--- config.mk ---
export PLATFORM = sky130hd
export DESIGN_NAME = tx_pcs_ordered_set_mapper
export DESIGN_NICKNAME = d
export VERILOG_FILES = /design/src/core/tx_osm_pkg.sv /design/src/core/prbs7_gen.sv /design/src/core/tx_pcs_ordered_set_mapper.sv
export VERILOG_INCLUDE_DIRS = /design/src /design/src/core
export SDC_FILE = /design/constraint.sdc
export NUM_CORES = 1
export LEC_CHECK = 0
export BUFFER_PORTS_ARGS = -buffer_cell sky130_fd_sc_hd__clkbuf_2
export CAP_MARGIN = 5
export CORE_UTILIZATION = 30
export CTS_BUF_LIST = sky130_fd_sc_hd__clkbuf_8
export DETAILED_ROUTE_END_ITERATION = 12
export PLACE_DENSITY = 0.5
export SLEW_MARGIN = 20
export SYNTH_ARGS = -nofsm -noshare
export SYNTH_HDL_FRONTEND = slang
export SYNTH_SLANG_ARGS = --single-unit
--- constraint.sdc ---
create_clock -name I_REF_CLK -period 2.8 [get_ports I_REF_CLK]
set_clock_uncertainty 0.15 [all_clocks]
set_input_delay 0.28 -clock I_REF_CLK [delete_from_list [all_inputs] [get_ports I_REF_CLK]]
set_output_delay 0.28 -clock I_REF_CLK [all_outputs]
set_load 0.02 [all_outputs]
--- src/core/tx_osm_params.svh ---
// Purpose: Constants for the transmit ordered-set mapper
// Assumes: Code groups are carried as octets plus a control flag
// Notes:   Octet value of Dx.y and Kx.y is {y[2:0], x[4:0]}
`ifndef TX_OSM_PARAMS_SVH
`define TX_OSM_PARAMS_SVH

// ==========================================================
// Special and data code groups (octet form)
`define CG_K28_0     8'h1C
`define CG_K28_3     8'h7C
`define CG_K28_4     8'h9C
`define CG_K28_5     8'hBC
`define CG_K27_7     8'hFB
`define CG_K29_7     8'hFD
`define CG_K30_7     8'hFE
`define CG_K28_1     8'h3C
`define CG_K28_2     8'h5C
`define CG_K28_6     8'hDC
`define CG_K23_7     8'hF7
`define CG_D5_6      8'hC5
`define CG_D16_2     8'h50
`define CG_D21_5     8'hB5
`define CG_D2_2      8'h42

// ==========================================================
// Control characters on the XGMII side
`define XG_IDLE      8'h07
`define XG_SEQ       8'h9C
`define XG_START     8'hFB
`define XG_TERM      8'hFD
`define XG_ERROR     8'hFE

// ==========================================================
// Idle randomiser
`define PRBS_SEED    7'h7F
`define A_GAP_MIN    5'h10

`endif

--- src/core/tx_osm_pkg.sv ---
// Purpose: Types for the transmit ordered-set mapper
// Assumes: Nothing beyond the constants header
// Notes:   Mode codes follow declaration order
package tx_osm_pkg;

   // ==========================================================
   // Protocol mode of the channel
   typedef enum logic [1:0] {
      MODE_BYPASS,
      MODE_PCIE,
      MODE_XAUI,
      MODE_GIGE
   } mode_t;

   // Gigabit Ethernet ordered-set tracker
   typedef enum logic {
      GS_NORMAL,
      GS_COMMA
   } gige_st_t;

   // Randomiser state
   typedef struct packed {
      logic [6:0] lfsr;
   } prbs_state_t;

   // Mapper state
   typedef struct packed {
      logic [7:0] data;
      logic       ctrl;
      logic       elec_idle;
      logic       det_go;
      logic       subst;
      gige_st_t   gst;
      logic [4:0] a_cnt;
   } tx_state_t;

endpackage

--- src/core/prbs7_gen.sv ---
// Purpose: PRBS7 generator, x^7 + x^6 + 1, stepping on request
// Assumes: i_adv is synchronous to i_clk
// Notes:   Seed must be nonzero or the register locks up
`timescale 1ns/100ps
`default_nettype none
`include "tx_osm_params.svh"

module prbs7_gen (
   // Clock and reset
   input  wire logic       i_clk,
   input  wire logic       i_rst,
   // Control
   input  wire logic       i_adv,
   // State out
   output logic      [6:0] o_state
);

   tx_osm_pkg::prbs_state_t st_r;
   tx_osm_pkg::prbs_state_t st_nxt;

   // Shift one place per advance, feedback from taps 7 and 6
   always_comb begin
      st_nxt = st_r;
      if (i_adv) begin
         st_nxt.lfsr = {st_r.lfsr[5:0], st_r.lfsr[6] ^ st_r.lfsr[5]};
      end
   end

   // State register, nonzero seed at reset
   always_ff @(posedge i_clk or posedge i_rst) begin
      if (i_rst) begin
         st_r.lfsr <= `PRBS_SEED;
      end else begin
         st_r <= st_nxt;
      end
   end

   assign o_state = st_r.lfsr;

endmodule
`default_nettype wire

--- src/core/tx_pcs_ordered_set_mapper.sv ---
// Purpose: Transmit ordered-set mapper ahead of the 8b/10b encoder
// Assumes: One character per clock, inputs synchronous to I_REF_CLK
// Notes:   One clock of latency from input character to output
`timescale 1ns/100ps
`default_nettype none
`include "tx_osm_params.svh"

module tx_pcs_ordered_set_mapper (
   // Clock and reset
   input  wire logic       I_REF_CLK,
   input  wire logic       I_RST,
   // Mode selection
   input  wire logic [1:0] I_MODE,
   // Character stream from the MAC or PCS
   input  wire logic [7:0] I_TXD,
   input  wire logic       I_TXC,
   input  wire logic       I_TERM_COL,
   // Encoder feedback
   input  wire logic       I_RD_POS,
   // PIPE controls
   input  wire logic       I_FORCE_ELEC_IDLE,
   input  wire logic       I_RX_DETECT_REQ,
   // Code group to the encoder
   output logic      [7:0] O_DATA,
   output logic            O_CTRL,
   output logic            O_SUBST,
   // Transmit buffer controls
   output logic            O_ELEC_IDLE,
   output logic            O_RX_DETECT_GO
);

   // ==========================================================
   // Decode functions

   // Control byte passed through as is: K28.0 to K28.3, K28.5, K28.6 or K23.7
   function automatic logic is_reserved(input logic [7:0] b);
      logic r;
      r = 1'b0;
      unique case (b)
         `CG_K28_0, `CG_K28_1, `CG_K28_2,
         `CG_K28_3, `CG_K28_5, `CG_K28_6,
         `CG_K23_7: r = 1'b1;
         default:   r = 1'b0;
      endcase
      return r;
   endfunction

   // Configuration data byte following a comma
   function automatic logic is_config(input logic [7:0] b);
      return (b == `CG_D21_5) || (b == `CG_D2_2);
   endfunction

   // Map a non-idle XGMII control byte to its code group
   function automatic logic [7:0] map_ctrl(input logic [7:0] b);
      logic [7:0] k;
      k = `CG_K30_7;
      unique case (b)
         `XG_SEQ:   k = `CG_K28_4;
         `XG_START: k = `CG_K27_7;
         `XG_TERM:  k = `CG_K29_7;
         `XG_ERROR: k = `CG_K30_7;
         default: begin
            if (is_reserved(b)) begin
               k = b;
            end else begin
               k = `CG_K30_7;
            end
         end
      endcase
      return k;
   endfunction

   // ==========================================================
   // State

   tx_osm_pkg::tx_state_t st_r;
   tx_osm_pkg::tx_state_t st_nxt;
   tx_osm_pkg::mode_t     mode;
   logic [6:0]            prbs;
   logic                  idle_adv;

   // Mode decode from the select pins
   assign mode = tx_osm_pkg::mode_t'(I_MODE);

   // ==========================================================
   // Idle randomiser

   // Steps once for each XAUI idle column
   prbs7_gen u_prbs (
      .i_clk   (I_REF_CLK),
      .i_rst   (I_RST),
      .i_adv   (idle_adv),
      .o_state (prbs)
   );

   // An idle character in XAUI mode advances the generator
   assign idle_adv = (mode == tx_osm_pkg::MODE_XAUI) && I_TXC &&
                     (I_TXD == `XG_IDLE);

   // ==========================================================
   // Next state

   // Per-mode character conversion
   always_comb begin
      st_nxt        = st_r;
      st_nxt.data   = I_TXD;
      st_nxt.ctrl   = I_TXC;
      st_nxt.subst  = 1'b0;
      st_nxt.gst    = tx_osm_pkg::GS_NORMAL;
      st_nxt.elec_idle = 1'b0;
      st_nxt.det_go    = 1'b0;

      unique case (mode)
         tx_osm_pkg::MODE_BYPASS: begin
            // Stream goes through untouched
            st_nxt.data = I_TXD;
            st_nxt.ctrl = I_TXC;
         end

         tx_osm_pkg::MODE_PCIE: begin
            // Characters pass; buffer may be idled
            if (I_FORCE_ELEC_IDLE) begin
               st_nxt.elec_idle = 1'b1;
               st_nxt.data      = 8'h00;
               st_nxt.ctrl      = 1'b0;
            end
            // Detection only starts on an idle buffer
            st_nxt.det_go = I_RX_DETECT_REQ &&
                            I_FORCE_ELEC_IDLE;
         end

         tx_osm_pkg::MODE_XAUI: begin
            if (!I_TXC) begin
               st_nxt.data = I_TXD;
               st_nxt.ctrl = 1'b0;
            end else if (I_TXD == `XG_IDLE) begin
               st_nxt.ctrl  = 1'b1;
               st_nxt.subst = 1'b1;
               // Gap counter runs on every idle group
               if (st_r.a_cnt != 5'h00) begin
                  st_nxt.a_cnt = st_r.a_cnt - 5'h01;
               end
               if (I_TERM_COL) begin
                  st_nxt.data = `CG_K28_5;
               end else if (st_r.a_cnt == 5'h00) begin
                  st_nxt.data  = `CG_K28_3;
                  st_nxt.a_cnt = `A_GAP_MIN + {1'b0, prbs[3:0]};
               end else if (prbs[6]) begin
                  st_nxt.data = `CG_K28_5;
               end else begin
                  st_nxt.data = `CG_K28_0;
               end
            end else begin
               st_nxt.data = map_ctrl(I_TXD);
               st_nxt.ctrl = 1'b1;
            end
         end

         tx_osm_pkg::MODE_GIGE: begin
            // Track comma so the following group can be judged
            if (I_TXC && (I_TXD == `CG_K28_5)) begin
               st_nxt.gst = tx_osm_pkg::GS_COMMA;
            end
            if ((st_r.gst == tx_osm_pkg::GS_COMMA) && !I_TXC) begin
               if (is_config(I_TXD)) begin
                  st_nxt.data = I_TXD;
               end else if (I_RD_POS) begin
                  // Comma was sent from positive, ends negative
                  st_nxt.data  = `CG_D5_6;
                  st_nxt.subst = 1'b1;
               end else begin
                  // Comma ended positive, D16.2 pulls it back
                  st_nxt.data  = `CG_D16_2;
                  st_nxt.subst = 1'b1;
               end
            end
         end
      endcase
   end

   // ==========================================================
   // State register

   // Outputs idle low at reset; gap counter starts at its minimum
   always_ff @(posedge I_REF_CLK or posedge I_RST) begin
      if (I_RST) begin
         st_r.data      <= 8'h00;
         st_r.ctrl      <= 1'b0;
         st_r.elec_idle <= 1'b0;
         st_r.det_go    <= 1'b0;
         st_r.subst     <= 1'b0;
         st_r.gst       <= tx_osm_pkg::GS_NORMAL;
         st_r.a_cnt     <= `A_GAP_MIN;
      end else begin
         st_r <= st_nxt;
      end
   end

   // ==========================================================
   // Outputs, straight from the state register
   assign O_DATA         = st_r.data;
   assign O_CTRL         = st_r.ctrl;
   assign O_SUBST        = st_r.subst;
   assign O_ELEC_IDLE    = st_r.elec_idle;
   assign O_RX_DETECT_GO = st_r.det_go;

endmodule
`default_nettype wire

==> results.cfg <==
[final_layout]
finalInstanceArea_sq_mm = 0.00184
final_common_cell = clkbuf_2
n_fill_cell = 540
layout_common_cells = clkbuf_2 (28), nor2_1 (18), dfrtp_1 (17)
finalNetCount = 224
area_growth_pct = 10.7
drive_above_1_share_pct = 27.0
post-route-util_pct = 35.1
antenna_cells = 0

[route]
wl_per_cell_um = 13.7
dr_wl_met2_mm = 1.54
viasPerCell = 5.07
met1Wirelength_mm = 1.93
first_pass_iters = 5
highest_layer = met4
vias = 1368
drc = 0
met3_wirelength_um = 195
detail-route-antenna-nets = 0
drtIter0Drc = 68
wirelength_mm = 3.70

[die]
rows = 26
fp.dieH_um = 76.5
core_area_sq_mm = 0.00524
dieArea_sq_mm = 0.00584
start_util_pct = 31.7
die-width_um = 76.5
ioPinCount = 29

[placement]
io_buffers = 28
dpl.hpwl_mm = 2.75
placed_area_sq_mm = 0.00178
gp_congestion = 0.842
place_ws_ns = 0.501

[flow_run]
drv_cap = 0

[synthesis]
netlist_instances = 184
synthArstFlopShare_pct = 100
ys_types = 49
ys_seq_area_share_pct = 38.2
synth_fp_nets = 207
synth-main-ff-cell = dfrtp_1
netlist_area_sq_mm = 0.00166
synth-seq-cells = 25
yosys_warnings = 0
avgSynthCellArea_sq_um = 9.04
synth_enable_flop_cells = 0

[worst_hold_path]
hold_class = input pin to flip-flop

[power]
internal-power_uw = 524
ir_worst_vdd_uv = 172
finalPower_uw = 740
p_switching_uw = 216
power_density_mw_per_mm2 = 402
p_clk_share_pct = 30.3
p_leak_uw = 0.000783
comb_power_share_pct = 18.5
power.share.sequential_pct = 51.2
swShare_pct = 29.2

[timing]
max_freq_ghz = 0.436
fin_tns_setup_ns = 0
setup_viol = 0
hold_viol = 0
fin_ws_ns = 0.505
grt_setup_unrepaired = no
max_slew_margin_pct = 41.2
finalMaxSlewViolations = 0
period_share_pct = 82.0
worst_pin_slew_ns = 0.876
period_minus_slack_ns = 2.29

[global_routing]
grt.total_usage_pct = 13.4
grt_start_max_net_pins = 26
grt-ovfl-total = 0
antenna_found_initial = 0
grt_first_pass_wirelength_mm = 6.41
first_global_vias = 1348

[critical_path]
path_class = flip-flop to flip-flop
crit_path_end_kind = flip-flop
crit_required_ns = 2.80
critPathMaxFanout = 6
arrival_ns = 2.30
critical_path.startpoint_type = flip-flop

[clock_tree]
clock_latency_ns = 0.27
cts_buffer_depth = 2
htreeDepth = 1
cts_tree = done
cts_resized = 0
tritoncts.num_buffers = 3
cts_setup_buffers = 0
cts.clk_slew.worst_paths_ns = 0.09
clock-sinks = 25
postCtsHoldBufs = 0
clock-root-buffer = clkbuf_8

[outcome]
status = finished clean
[final timing paths]
path | slack [ns] | endpoint | cells past startpoint | start
worst min-delay path | 0.1 | O_RX_DETECT_GO$_DFF_PP0_ | 2 | I_RX_DETECT_REQ
min in group asynchronous | 0.46 | st_r[0]$_DFFE_PP0P_ | 3 | I_RST
worst max-delay path | 0.51 | O_DATA[7]$_DFF_PP0_ | 7 | st_r[0]$_DFFE_PP0P_
worst max register to register | 0.51 | O_DATA[7]$_DFF_PP0_ | 7 | st_r[0]$_DFFE_PP0P_
worst min register to register | 0.36 | u_prbs.o_state[0]$_DFFE_PP1P_ | 2 | u_prbs.o_state[0]$_DFFE_PP1P_
max in group asynchronous | 1.63 | O_RX_DETECT_GO$_DFF_PP0_ | 3 | I_RST
[power groups by stage]
stage,clock (uW),sequential [uW],combinational (uW)
2_1_floorplan,0,388,103
3_3_place_gp,0,387,137
3_5_place_dp,0,386,136
4_1_cts,234,380,136
5_1_grt,248,381,153
6_report,224,379,137
[sequential cells by signal, summed over array words and instances (netlist names)]
| name | count |
|---|---|
| O_DATA | 8 |
| O_ELEC_IDLE | 1 |
| O_SUBST | 1 |
| O_CTRL | 1 |
| O_RX_DETECT_GO | 1 |
| u_prbs.o_state | 7 |
| st_r | 6 |
[cell usage after synthesis, types with 2 or more instances]
library cell  instances  area [sq um]
a31oi_1               4          25.0
dfstp_2               8           210
nor2b_1               3          18.8
xnor2_1               3          26.3
nor4_1                2          12.5
buf_6                 3          33.8
o22ai_1               5          31.3
inv_1                11          41.3
or3_1                 3          18.8
dfrtp_1              17           425
a211oi_1              4          30.0
ha_1                  6          75.1
and2_1                3          18.8
o21ai_1               2          10.0
nor3_1                6          30.0
o21ai_0               6          30.0
nand4b_1              3          26.3
nand2_1              11          41.3
a21oi_1              15          75.1
nor2_1               18          67.6
buf_4                 8          60.1
mux2_2                6          67.6
mux2i_1               2          20.0
nand3_1               3          15.0
clkbuf_1              8          30.0
[routing by layer]
layer | track usage (%) | up-vias
met5 | 0 | -
met4 | 4.04 | 0
met3 | 1.92 | 4
met2 | 19.2 | 49
met1 | 20.5 | 633
li1 | - | 682
[area by class of cell]
type,count,area [sq um],share of cell area [%]
Clock buffer,3,41.3,2.24
Multi-Input combinational cell,129,862,46.8
Clock inverter,1,7.51,0.408
Tap cell,70,87.6,4.76
Inverter,11,41.3,2.24
Sequential cell,25,636,34.5
Timing Repair Buffer,31,165,8.97
[worst max-delay path, stage by stage (launching register included)]
cell	delay, ns
dfrtp_1	0.44
inv_1	0.10
ha_1	0.19
or4b_2	0.68
a21oi_1	0.19
a31oi_1	0.12
a211oi_1	0.25
a21oi_1	0.06
[kinds of logic (layout without fill, tap and decap cells)]
| family | count (synthesis) | count (layout) | share of synthesized area (%) |
|---|---|---|---|
| flip-flops | 25 | 25 | 38.2 |
| XOR/XNOR | 4 | 4 | 2.11 |
| buffers and inverters | 30 | 46 | 9.93 |
| AO/OA/AOI/OAI | 48 | 48 | 19.0 |
| AND/OR/NAND/NOR | 63 | 63 | 21.0 |
| multiplexers | 8 | 8 | 5.27 |
| adder cells (fa/ha/maj) | 6 | 6 | 4.51 |
[stage by stage]
stage               hold WS (ns)  cells
finish                    0.0989    270
detailed placement         0.345    265
global placement           0.343    265
global route              0.0992    270
floorplan                  0.151    184
CTS                       0.0799    269
Note: power is estimated with default switching activity, not from simulation.
